--- config.mk ---
export PLATFORM = sky130hd
export DESIGN_NAME = sbc_switch_ctrl
export DESIGN_NICKNAME = d
export VERILOG_FILES = /design/src/sbc_pkg.sv /design/src/sbc_switch_ctrl.sv /design/src/sbc_sync2.sv /design/src/sbc_out_latch.sv
export SDC_FILE = /design/constraint.sdc
export NUM_CORES = 1
export LEC_CHECK = 0
export ABC_AREA = 1
export ABC_CLOCK_PERIOD_IN_PS = 2150
export BUFFER_PORTS_ARGS = -buffer_cell sky130_fd_sc_hd__buf_2
export CAP_MARGIN = 20
export CORE_MARGIN = 8
export CORE_UTILIZATION = 45
export CTS_CLUSTER_SIZE = 30
export DETAILED_ROUTE_END_ITERATION = 10
export PLACE_DENSITY = 0.79
export SLEW_MARGIN = 5
export SYNTH_ARGS = -nofsm -noshare
export SYNTH_HDL_FRONTEND = slang
export SYNTH_SLANG_ARGS = --single-unit
--- constraint.sdc ---
create_clock -name pclk -period 2.15 [get_ports pclk]
set_input_delay 0 -clock pclk [delete_from_list [all_inputs] [get_ports pclk]]
set_output_delay 0 -clock pclk [all_outputs]
set_load 0.03 [all_outputs]
--- src/sbc_pkg.sv ---
// Constants shared by the switch control and comparator bus block
package sbc_pkg;
	localparam int ADDR_W = 12;
	localparam int NBLK = 4;
	localparam int NCOL = 4;
	// Register indices; byte address is four times the index
	localparam logic [7:0] IDX_CMP = 8'h64;
	localparam logic [7:0] IDX_CR3_0 = 8'h87;
	localparam logic [7:0] IDX_CR3_1 = 8'h8F;
	localparam logic [7:0] IDX_CR3_2 = 8'h93;
	localparam logic [7:0] IDX_CR3_3 = 8'h9B;
	localparam logic [7:0] IDX_IRQ_ST = 8'hA0;
	localparam logic [7:0] IDX_IRQ_MASK = 8'hA1;
	localparam logic [3:0][7:0] IDX_CR3 =
		{IDX_CR3_3, IDX_CR3_2, IDX_CR3_1, IDX_CR3_0};
	// Control 3 field positions
	localparam int REF_MSB = 7;
	localparam int REF_LSB = 6;
	localparam int FB_CAP_BIT = 5;
	localparam int FB_GND_BIT = 4;
	localparam int B_SW_BIT = 3;
	localparam int B_SEL_BIT = 2;
	localparam int PWR_MSB = 1;
	localparam int PWR_LSB = 0;
	// Comparator status register fields
	localparam int CMP_LAT_LSB = 4;
	localparam int CMP_SEL_LSB = 0;
	localparam logic [7:0] CR3_RESET = 8'h00;
	localparam logic [3:0] CMP_SEL_RESET = 4'h0;
	// Reference select codes
	localparam logic [1:0] REF_AGND = 2'h0;
	localparam logic [1:0] REF_HIGH = 2'h1;
	localparam logic [1:0] REF_LOW = 2'h2;
	localparam logic [1:0] REF_CMP = 2'h3;
	localparam logic [1:0] PWR_OFF = 2'h0;
	// Neighbour block identifiers for the B input
	localparam logic [3:0] SRC_CT_COL0 = 4'h0;
	localparam logic [3:0] SRC_CT_COL1 = 4'h1;
	localparam logic [3:0] SRC_CT_COL2 = 4'h2;
	localparam logic [3:0] SRC_CT_COL3 = 4'h3;
	localparam logic [3:0] SRC_SCA_COL1 = 4'h4;
	localparam logic [3:0] SRC_SCA_COL3 = 4'h5;
	localparam logic [3:0] SRC_SCB_COL0 = 4'h6;
	localparam logic [3:0] SRC_SCB_COL2 = 4'h7;
	// Per instance: [block][select bit]
	localparam logic [3:0][1:0][3:0] B_SRC = {
		{SRC_SCB_COL2, SRC_SCA_COL3},
		{SRC_SCB_COL0, SRC_SCA_COL1},
		{SRC_CT_COL3, SRC_CT_COL2},
		{SRC_CT_COL1, SRC_CT_COL0}};
endpackage

--- src/sbc_switch_ctrl.sv ---
// Control 3 registers, switch phase gating and comparator bus latch
// Notes on behaviour
// - Reference field picks ground, high, low, comparator
// - Comparator mode: node high gives high reference
// - Feedback capacitor switch bit zero keeps switch off
// - Bit set: on always, or phase two if zeroing
// - Ground switch bit gates switch with phase one
// - B switching: ground on one, input on two
// - B switching clear: continuous unswitched path
// - B select picks per instance neighbour output
// - Power field: zero off, else rising bias
// - Four control registers at listed indices
// - One driver per column comparator bus
// - Latched bus feeds digital and is readable
// - Bus latch transparent in phase two, holds
// - Switched blocks always latch, phase bit selects
// - Continuous blocks: two bits choose latching
// - Source select: zero bus, one phase two fall
//
// The APB slave port was left to the implementer.
module sbc_switch_ctrl (
	input wire logic pclk,
	input wire logic presetn,
	input wire logic psel,
	input wire logic penable,
	input wire logic pwrite,
	input wire logic [sbc_pkg::ADDR_W-1:0] paddr,
	input wire logic [31:0] pwdata,
	output logic [31:0] prdata,
	output logic pready,
	output logic pslverr,
	input wire logic phase_one,
	input wire logic phase_two,
	input wire logic [3:0] zeroing_control,
	input wire logic [3:0] sc_output_phase,
	input wire logic [3:0] cmp_node,
	input wire logic [3:0] cmp_bus,
	input wire logic [3:0] ct_cmp_node,
	input wire logic [3:0] ct_latch_enable,
	input wire logic [3:0] ct_latch_phase,
	output logic [3:0] cmp_latched,
	output logic [3:0] sc_cmp_out,
	output logic [3:0] ct_cmp_out,
	output logic [3:0][1:0] reference_select,
	output logic [3:0] feedback_cap_switch,
	output logic [3:0] feedback_ground_switch,
	output logic [3:0] b_cap_ground,
	output logic [3:0] b_cap_input,
	output logic [3:0] b_continuous,
	output logic [3:0][3:0] b_input_select,
	output logic [3:0][1:0] power_level,
	output logic [3:0] block_on,
	output logic irq
);
	typedef struct packed {
		logic [3:0][7:0] cr3;
		logic [3:0] irq_sel;
		logic [3:0] irq_st;
		logic [3:0] irq_mask;
		logic [3:0] bus_lat;
		logic [3:0] bus_lat_d;
		logic ph2_d;
		logic [31:0] rdata;
		logic [3:0][1:0] ref_sel;
		logic [3:0] fb_cap;
		logic [3:0] fb_gnd;
		logic [3:0] b_gnd;
		logic [3:0] b_in;
		logic [3:0] b_ct;
		logic [3:0][3:0] b_src;
		logic [3:0][1:0] pwr;
		logic [3:0] on;
		logic irq;
	} sbc_state_t;

	sbc_state_t s_r;
	sbc_state_t s_nxt;

	logic ph1_s;
	logic ph2_s;
	logic [3:0] node_s;
	logic [3:0] bus_s;
	logic [3:0] ct_node_s;
	logic [7:0] idx_w;
	logic aligned_w;
	logic hit_w;
	logic wr_w;
	logic [3:0] ev_w;

	sbc_sync2 #(.W(2)) u_sync_ph (
		.pclk(pclk),
		.presetn(presetn),
		.d({phase_one, phase_two}),
		.q({ph1_s, ph2_s})
	);

	sbc_sync2 #(.W(12)) u_sync_cmp (
		.pclk(pclk),
		.presetn(presetn),
		.d({cmp_node, cmp_bus, ct_cmp_node}),
		.q({node_s, bus_s, ct_node_s})
	);

	genvar g;
	generate
		for (g = 0; g < sbc_pkg::NBLK; g++) begin : g_lat
			// Switched blocks latch unconditionally
			sbc_out_latch u_sc (
				.pclk(pclk),
				.presetn(presetn),
				.latch_en(1'b1),
				.phase_sel(sc_output_phase[g]),
				.ph1(ph1_s),
				.ph2(ph2_s),
				.d(node_s[g]),
				.q(sc_cmp_out[g])
			);
			// Continuous blocks choose whether and when
			sbc_out_latch u_ct (
				.pclk(pclk),
				.presetn(presetn),
				.latch_en(ct_latch_enable[g]),
				.phase_sel(ct_latch_phase[g]),
				.ph1(ph1_s),
				.ph2(ph2_s),
				.d(ct_node_s[g]),
				.q(ct_cmp_out[g])
			);
		end
	endgenerate

	// Register decode on word indices
	assign idx_w = paddr[9:2];
	assign aligned_w = (paddr[1:0] == 2'h0) && (paddr[11:10] == 2'h0);
	always_comb begin
		hit_w = 1'b0;
		if (aligned_w) begin
			case (idx_w)
				sbc_pkg::IDX_CMP,
				sbc_pkg::IDX_CR3_0,
				sbc_pkg::IDX_CR3_1,
				sbc_pkg::IDX_CR3_2,
				sbc_pkg::IDX_CR3_3,
				sbc_pkg::IDX_IRQ_ST,
				sbc_pkg::IDX_IRQ_MASK: hit_w = 1'b1;
				default: hit_w = 1'b0;
			endcase
		end
	end

	assign wr_w = psel && penable && pwrite && hit_w;

	// Interrupt events per column
	always_comb begin
		for (int c = 0; c < sbc_pkg::NCOL; c++) begin
			if (s_r.irq_sel[c]) begin
				ev_w[c] = s_r.ph2_d && !ph2_s;
			end else begin
				ev_w[c] = s_r.bus_lat[c] && !s_r.bus_lat_d[c];
			end
		end
	end

	always_comb begin
		logic [7:0] f;
		f = 8'h00;
		s_nxt = s_r;
		// Register writes take effect in the access phase
		if (wr_w && idx_w == sbc_pkg::IDX_CMP) begin
			// Latched bus bits are read only
			s_nxt.irq_sel = pwdata[sbc_pkg::CMP_SEL_LSB +: 4];
		end
		for (int b = 0; b < sbc_pkg::NBLK; b++) begin
			if (wr_w && idx_w == sbc_pkg::IDX_CR3[b]) begin
				s_nxt.cr3[b] = pwdata[7:0];
			end
		end
		if (wr_w && idx_w == sbc_pkg::IDX_IRQ_MASK) begin
			s_nxt.irq_mask = pwdata[3:0];
		end
		// Column bus follows while phase two high, else holds
		// Only one block drives each bus, so it is a plain level
		if (ph2_s) begin
			s_nxt.bus_lat = bus_s;
		end
		s_nxt.bus_lat_d = s_r.bus_lat;
		s_nxt.ph2_d = ph2_s;
		// Sticky status, a new event beats the clear
		if (wr_w && idx_w == sbc_pkg::IDX_IRQ_ST) begin
			s_nxt.irq_st = s_r.irq_st & ~pwdata[3:0];
		end
		s_nxt.irq_st = s_nxt.irq_st | ev_w;
		s_nxt.irq = |(s_nxt.irq_st & s_nxt.irq_mask);
		// Read data captured in the setup phase
		if (psel && !penable) begin
			s_nxt.rdata = 32'h0000_0000;
			if (aligned_w) begin
				case (idx_w)
					sbc_pkg::IDX_CMP: s_nxt.rdata[7:0] =
						{s_r.bus_lat, s_r.irq_sel};
					sbc_pkg::IDX_CR3_0: s_nxt.rdata[7:0] = s_r.cr3[0];
					sbc_pkg::IDX_CR3_1: s_nxt.rdata[7:0] = s_r.cr3[1];
					sbc_pkg::IDX_CR3_2: s_nxt.rdata[7:0] = s_r.cr3[2];
					sbc_pkg::IDX_CR3_3: s_nxt.rdata[7:0] = s_r.cr3[3];
					sbc_pkg::IDX_IRQ_ST: s_nxt.rdata[3:0] = s_r.irq_st;
					sbc_pkg::IDX_IRQ_MASK:
						s_nxt.rdata[3:0] = s_r.irq_mask;
					default: s_nxt.rdata = 32'h0000_0000;
				endcase
			end
		end
		// Switch and mux controls per block
		for (int b = 0; b < sbc_pkg::NBLK; b++) begin
			f = s_r.cr3[b];
			case (f[sbc_pkg::REF_MSB:sbc_pkg::REF_LSB])
				sbc_pkg::REF_AGND: s_nxt.ref_sel[b] = sbc_pkg::REF_AGND;
				sbc_pkg::REF_HIGH: s_nxt.ref_sel[b] = sbc_pkg::REF_HIGH;
				sbc_pkg::REF_LOW: s_nxt.ref_sel[b] = sbc_pkg::REF_LOW;
				default: s_nxt.ref_sel[b] = node_s[b] ?
					sbc_pkg::REF_HIGH : sbc_pkg::REF_LOW;
			endcase
			if (!f[sbc_pkg::FB_CAP_BIT]) begin
				s_nxt.fb_cap[b] = 1'b0;
			end else begin
				s_nxt.fb_cap[b] = !zeroing_control[b] || ph2_s;
			end
			s_nxt.fb_gnd[b] = f[sbc_pkg::FB_GND_BIT] && ph1_s;
			s_nxt.b_gnd[b] = f[sbc_pkg::B_SW_BIT] && ph1_s;
			s_nxt.b_in[b] = f[sbc_pkg::B_SW_BIT] && ph2_s;
			s_nxt.b_ct[b] = !f[sbc_pkg::B_SW_BIT];
			s_nxt.b_src[b] =
				sbc_pkg::B_SRC[b][f[sbc_pkg::B_SEL_BIT]];
			s_nxt.pwr[b] = f[sbc_pkg::PWR_MSB:sbc_pkg::PWR_LSB];
			s_nxt.on[b] = (f[sbc_pkg::PWR_MSB:sbc_pkg::PWR_LSB]
				!= sbc_pkg::PWR_OFF);
		end
	end

	always_ff @(posedge pclk or negedge presetn) begin
		if (!presetn) begin
			s_r <= '0;
			s_r.cr3 <= {4{sbc_pkg::CR3_RESET}};
			s_r.irq_sel <= sbc_pkg::CMP_SEL_RESET;
		end else begin
			s_r <= s_nxt;
		end
	end

	assign pready = 1'b1;
	assign pslverr = psel && penable && !hit_w;
	assign prdata = s_r.rdata;
	assign cmp_latched = s_r.bus_lat;
	assign reference_select = s_r.ref_sel;
	assign feedback_cap_switch = s_r.fb_cap;
	assign feedback_ground_switch = s_r.fb_gnd;
	assign b_cap_ground = s_r.b_gnd;
	assign b_cap_input = s_r.b_in;
	assign b_continuous = s_r.b_ct;
	assign b_input_select = s_r.b_src;
	assign power_level = s_r.pwr;
	assign block_on = s_r.on;
	assign irq = s_r.irq;

	generate
		for (g = 0; g < sbc_pkg::NBLK; g++) begin : g_chk

		end
	endgenerate
endmodule

--- src/sbc_sync2.sv ---
// Two flip-flop synchroniser for a vector of levels
module sbc_sync2 #(
	parameter int W = 1
) (
	input wire logic pclk,
	input wire logic presetn,
	input wire logic [W-1:0] d,
	output logic [W-1:0] q
);
	typedef struct packed {
		logic [W-1:0] meta;
		logic [W-1:0] sync;
	} sbc_sync_t;

	sbc_sync_t s_r;
	sbc_sync_t s_nxt;

	always_comb begin
		s_nxt = s_r;
		s_nxt.meta = d;
		s_nxt.sync = s_r.meta;
	end

	always_ff @(posedge pclk or negedge presetn) begin
		if (!presetn) begin
			s_r <= '0;
		end else begin
			s_r <= s_nxt;
		end
	end

	assign q = s_r.sync;
endmodule

--- src/sbc_out_latch.sv ---
// Comparator output latch of one analog block
module sbc_out_latch (
	input wire logic pclk,
	input wire logic presetn,
	input wire logic latch_en,
	input wire logic phase_sel,
	input wire logic ph1,
	input wire logic ph2,
	input wire logic d,
	output logic q
);
	typedef struct packed {
		logic q;
	} sbc_lat_t;

	sbc_lat_t s_r;
	sbc_lat_t s_nxt;
	logic open_w;

	// Selected phase 0 tracks during phase two, 1 during phase one
	assign open_w = !latch_en || (phase_sel ? ph1 : ph2);

	always_comb begin
		s_nxt = s_r;
		if (open_w) begin
			s_nxt.q = d;
		end
	end

	always_ff @(posedge pclk or negedge presetn) begin
		if (!presetn) begin
			s_r <= '0;
		end else begin
			s_r <= s_nxt;
		end
	end

	assign q = s_r.q;
endmodule

==> metrics.cfg, run 1 <==
[worst_setup_path]
cpPeakStageDelay_ns = 0.59
crit_type = flip-flop to flip-flop
cp.arrival_ns = 2.11
slowest_stage = dlygate4sd3_1
crit_chain = inv_1 -> o211ai_1 -> dlygate4sd3_1 -> mux2_2
start_kind = flip-flop
crit_fanout = 12
critPathCaptureType = flip-flop
cp.required_ns = 2.45
crit_family = buffers and inverters
path_buf_inv = 2

[power_and_ir_drop]
p_sw_frac = 0.230
p_sw_mw = 1.49
power.static_leakage_nw = 3.86
intPower_mw = 4.98
clockPowerShare = 0.481
ir_drop_v = 0.000478
p_comb_frac = 0.086
total_power_mw = 6.46
power_density_mw_per_mm2 = 865
seqPwrFrac = 0.434

[drt]
viasPerCell = 4.63
ant_nets = 0
route.detailed.drc = 0
drt_iter0_drc = 258
routedWlPerCell_um = 15.3
routed_wl_um = 14000
dr.pass1.iters = 4
vias = 4248

[floorplan]
initial_core_util = 0.453
ios = 182
die_area_mm2 = 0.0178
die_y_um = 133
core_area_mm2 = 0.0137
rows = 43
die_w_um = 133

[place]
place_congestion = 0.890
placed_cells = 846
dp_hpwl_um = 10300
portBuffers = 124

[final_layout]
antenna_cells = 0
syn2layout_area_growth_pct = 20.8
multiInputGateArea_mm2 = 0.00163
fill_cells = 1209
nNetsFinal = 804
final_layout_size_suffix_gt1_frac = 0.270
final_cells = 918
seq_area_mm2 = 0.00358

[synth]
yosysMostFrequentCell = dfrtp_1
synth_cells = 611
synthMuxAreaShare = 0.0127
yosysWarningCount = 0
synth_compound_area_frac = 0.103
synth-seq-cells = 143
yosys_most_used_dff = dfrtp_1
synth_top_cell_by_area = dfrtp_1
synthAdderAreaFrac = 0
synth-edff-count = 0
synth_cell_type_count = 28
yosys-top-cells-area = dfrtp_1, buf_4, nand2_1
synthSimpleGateAreaFrac = 0.127
synthArstFlopShare = 1.00
synthTopCellsByCount = dfrtp_1, nand2_1, buf_4, inv_1, o21ai_0
synth_area_per_cell_um2 = 10.1
netlist.area_leader.share = 0.578
mappedNetlistArea_mm2 = 0.00619
synth_xor_area_frac = 0
yosysSeqAreaShare = 0.578
synth_top_family_by_area = buffers and inverters

[grt]
grt_pass1_vias = 4559
antenna_found_initial = 0
grt_max_degree = 54
grt_pass1_wl_um = 23000
grt-ovfl-total = 0
grt_use_total = 0.164

[sta]
timing.setup.tns_ns = 0
setup_viol = 0
finalCriticalPeriod_ns = 1.82
holdWs_ns = 0.0507
fin_crit_sh = 0.845
hold_viol_final = 0
rsz0062_at_grt = false
max_clock_freq_mhz = 551
finClkSkew_ns = 0.00719
drv_slew = 0

[clock_network]
worstSkewPairLatency_ns = 0.42
cts-root-buf = clkbuf_16
cts_tree = built
cts_buffers = 17
clkSinkCount = 143
cts_max_path_buffers = 2
htreeDepth = 4
cts_setup_buffers = 0
clkTransAtPathRegs_ns = 0.06

[outcome]
status = finished, final reports clean

[flow_run]
drv_cap = 0

[worst_hold_path]
hold_class = input port to async pin

## per-stage QoR
step	setup slack (ns)	area [um^2]	utilization
detailed placement	0.378	6440	0.471
global route	0.234	7470	0.547
finish	0.334	7470	0.547
floorplan	0.713	6310	-
CTS	0.353	7470	0.547
global placement	0.441	6440	0.471
## sequential cells by signal (all words and copies together), names as in the netlist, 4 cells and up
name                    cells
u_sync_cmp.s_nxt           12
power_level                 8
u_sync_cmp.q               12
g_lat.u_sc.q                4
b_cap_ground                4
feedback_cap_switch         4
reference_select            8
s_r                        41
cmp_latched                 4
b_continuous                4
feedback_ground_switch      4
prdata                      8
g_lat.u_ct.q                4
b_cap_input                 4
b_input_select              5
block_on                    4
s_nxt                       8
## final cells by class
| cell class | instances | share of cell area |
|---|---|---|
| clock inverter | 9 | 0.0208 |
| sequential | 143 | 0.479 |
| multi-input combinational | 311 | 0.219 |
| clock buffer | 23 | 0.0639 |
| tap | 180 | 0.0301 |
| timing repair buffer | 173 | 0.148 |
| inverter | 79 | 0.0397 |
## power by group through the flow
stage          logic [mW]  clock network (mW)  registers [mW]
2_1_floorplan       0.401                   0            2.84
3_5_place_dp        0.496                   0            2.85
5_1_grt             0.605                3.29            2.81
4_1_cts             0.556                3.16            2.80
3_3_place_gp        0.489                   0            2.85
6_report            0.553                3.11            2.80
## layer usage
| layer | vias up | global-route usage | part of all wire |
|---|---|---|---|
| li1 | 2045 | - | - |
| met3 | 21 | 0.0651 | 0.080 |
| met5 | - | 0 | 0 |
| met2 | 148 | 0.278 | 0.51 |
| met1 | 2034 | 0.180 | 0.39 |
| met4 | 0 | 0.0686 | 0.022 |
## final timing paths
| path | start | to | slack (ns) | cells past startpoint |
|---|---|---|---|---|
| setup / recovery | u_sync_ph.q[0] | g_lat[2].u_ct.q | 0.33 | 4 |
| hold / removal | presetn | g_lat[1].u_sc.q | 0.05 | 2 |
| setup reg to reg | u_sync_ph.q[0] | g_lat[2].u_ct.q | 0.33 | 4 |
| hold reg to reg | u_sync_cmp.s_nxt[6] | u_sync_cmp.q[6] | 0.35 | 0 |
| max in group asynchronous | presetn | s_r[98] | 1.42 | 3 |
| min in group pclk | psel | prdata[0] | 0.09 | 4 |
## worst reg2reg max path, cell delays in order (launching register included)
cell	delay (ns)
dfrtp_1	0.37
inv_1	0.33
o211ai_1	0.13
dlygate4sd3_1	0.59
mux2_2	0.28
## timing repair
item,CTS,global route
gates resized for setup,0,0
endpoints found under the hold margin,215,0
hold buffers,40,0
## layout by cell type (no fill, tap or decap), types with 13 or more instances in the layout
| cell type | count |
|---|---|
| nand2_1 | 102 |
| conb_1 | 34 |
| nor2_1 | 19 |
| a21oi_1 | 17 |
| dlygate4sd3_1 | 40 |
| inv_1 | 78 |
| o21ai_0 | 65 |
| clkbuf_16 | 17 |
| o22ai_1 | 13 |
| buf_2 | 123 |
| dfrtp_1 | 143 |
## cell families after synthesis
group | after synthesis
AND/OR/NAND/NOR | 157
other | 2
multiplexers | 7
buffers and inverters | 189
flip-flops | 143
AO/OA/AOI/OAI | 113
(Power assumes the default switching activity.)
==> run 2: changes to the inputs <==
--- a/config.mk
+++ b/config.mk
@@ -6,14 +6,14 @@
 export NUM_CORES = 1
 export LEC_CHECK = 0
 export ABC_AREA = 1
-export ABC_CLOCK_PERIOD_IN_PS = 2150
+export ABC_CLOCK_PERIOD_IN_PS = 1640
 export BUFFER_PORTS_ARGS = -buffer_cell sky130_fd_sc_hd__buf_2
 export CAP_MARGIN = 20
 export CORE_MARGIN = 8
 export CORE_UTILIZATION = 45
 export CTS_CLUSTER_SIZE = 30
 export DETAILED_ROUTE_END_ITERATION = 10
-export PLACE_DENSITY = 0.79
+export PLACE_DENSITY = 0.82
 export SLEW_MARGIN = 5
 export SYNTH_ARGS = -nofsm -noshare
 export SYNTH_HDL_FRONTEND = slang
==> constraint.sdc (replaced) <==
create_clock -name pclk -period 1.64 [get_ports pclk]
set_input_delay 0 -clock pclk [delete_from_list [all_inputs] [get_ports pclk]]
set_output_delay 0 -clock pclk [all_outputs]
set_load 0.03 [all_outputs]
==> run 2 against run 1 <==
  * Utilization rose by 0.75 points
  * Worst setup slack got worse by 0.22 ns
  * Critical path type is now input port to flip-flop
  * Via count increased by 2.6%
  * Register-to-register slack about the same
  * Critical endpoint is now irq
==> metrics.cfg, run 2 (synthesis results as in run 1) <==
[sta]
finClkSkew_ns = 0.00795
rsz0062_at_grt = false
setup_viol = 0
hold_viol_final = 0
timing.setup.tns_ns = 0
drv_slew = 0
holdWs_ns = 0.0766
fin_crit_sh = 0.932
finalCriticalPeriod_ns = 1.53
max_clock_freq_mhz = 654

[worst_hold_path]
hold_class = input port to flip-flop

[grt]
grt_pass1_wl_um = 23300
grt_max_degree = 48
grt-ovfl-total = 0
grt_pass1_vias = 4514
grt_use_total = 0.169
antenna_found_initial = 0

[clock_network]
htreeDepth = 4
clkSinkCount = 143
cts_buffers = 17
cts_max_path_buffers = 2
clkTransAtPathRegs_ns = 0.06
worstSkewPairLatency_ns = 0.42
cts-root-buf = clkbuf_16
cts_tree = built

[final_layout]
fill_cells = 1163
top_register = s_r
final_common_cell = dfrtp_1
final_cell_mix = dfrtp_1, buf_2, nand2_1
syn2layout_area_growth_pct = 22.5
nNetsFinal = 816
final_cells = 928
largest_register_ffs = 41
final_layout_size_suffix_gt1_frac = 0.285
antenna_cells = 0

[place]
place_congestion = 0.906
portBuffers = 124
dp_hpwl_um = 10200
placed_cells = 856

[outcome]
status = finished, final reports clean

[drt]
dr.pass1.iters = 5
vias = 4357
routedWlPerCell_um = 15.6
drt_iter0_drc = 308
route.detailed.drc = 0
ant_nets = 0
viasPerCell = 4.70
routed_wl_um = 14500

[worst_setup_path]
cp.required_ns = 2.00
crit_type = input port to flip-flop
cp.arrival_ns = 1.88
start_kind = input port
crit_fanout = 10
critPathCaptureType = flip-flop

[floorplan]
ios = 182
die_y_um = 133
die_area_mm2 = 0.0178
rows = 43
die_w_um = 133
initial_core_util = 0.453
core_area_mm2 = 0.0137

[power_and_ir_drop]
seqPwrFrac = 0.442
p_sw_mw = 1.96
intPower_mw = 6.36
ir_drop_v = 0.000661
total_power_mw = 8.32
power.static_leakage_nw = 3.93
p_sw_frac = 0.236
power_density_mw_per_mm2 = 1100
p_comb_frac = 0.088
clockPowerShare = 0.470

[flow_run]
drv_cap = 0

[run 2: path summary, 6_finish.rpt]
check	depth (start not counted)	slack [ns]	to	startpoint
worst max-delay path	12	0.11	irq	penable
worst max register to register	3	0.33	g_lat[0].u_ct.q	u_sync_ph.q[0]
worst min-delay path	4	0.08	prdata[0]	psel
min in group asynchronous	2	0.09	u_sync_ph.s_nxt[1]	presetn
max in group asynchronous	3	0.98	b_input_select[9]	presetn
worst min register to register	0	0.34	u_sync_cmp.q[11]	u_sync_cmp.s_nxt[11]
[run 2: area by class of cell]
class,instances,area [um^2],share of cell area
timing repair buffer,185,1240,0.163
sequential,143,3580,0.472
multi-input combinational,311,1640,0.216
clock buffer,20,467,0.0616
inverter,79,297,0.0391
tap,180,225,0.0297
clock inverter,10,136,0.0180
[run 2: power groups by stage]
stage                     clock network, mW  registers [mW]  logic [mW]
after floorplan                           0            3.73       0.525
after global placement                    0            3.73       0.650
after detailed placement                  0            3.74       0.657
after CTS                              3.97            3.68       0.733
after global routing                   4.14            3.69       0.798
final                                  3.91            3.68       0.734
[run 2: worst max-delay path: stages]
cell	delay, ns
dlygate4sd3_1	0.54
clkbuf_4	0.21
nand2_1	0.10
nor2_2	0.15
nand3_4	0.24
nor2_8	0.22
nand2_1	0.08
o21ai_2	0.07
nand2_1	0.07
nand2_1	0.09
inv_1	0.05
nand2_1	0.05
[run 2: metrics by stage]
step	utilization	setup WS, ns	cell area, um^2
5_1_grt	0.554	0.0135	7580
3_5_place_dp	0.479	0.0176	6540
4_1_cts	0.552	0.0686	7540
2_1_floorplan	-	0.203	6310
3_3_place_gp	0.479	0.0811	6540
6_report	0.554	0.111	7580
[run 2: routing by layer]
layer | global-route usage | vias up | part of all wire
met4 | 0.0674 | 0 | 0.028
li1 | - | 2060 | -
met5 | 0 | - | 0
met2 | 0.286 | 179 | 0.51
met3 | 0.0715 | 37 | 0.083
met1 | 0.182 | 2081 | 0.38
[run 2: timing repair]
| action | 4_1_cts | 5_1_grt |
|---|---|---|
| endpoints found under the hold margin | 213 | 0 |
| hold buffers | 40 | 0 |
| gates resized for setup | 0 | 2 |
| buffers inserted | 0 | 2 |
| setup endpoints to repair | 0 | 15 |
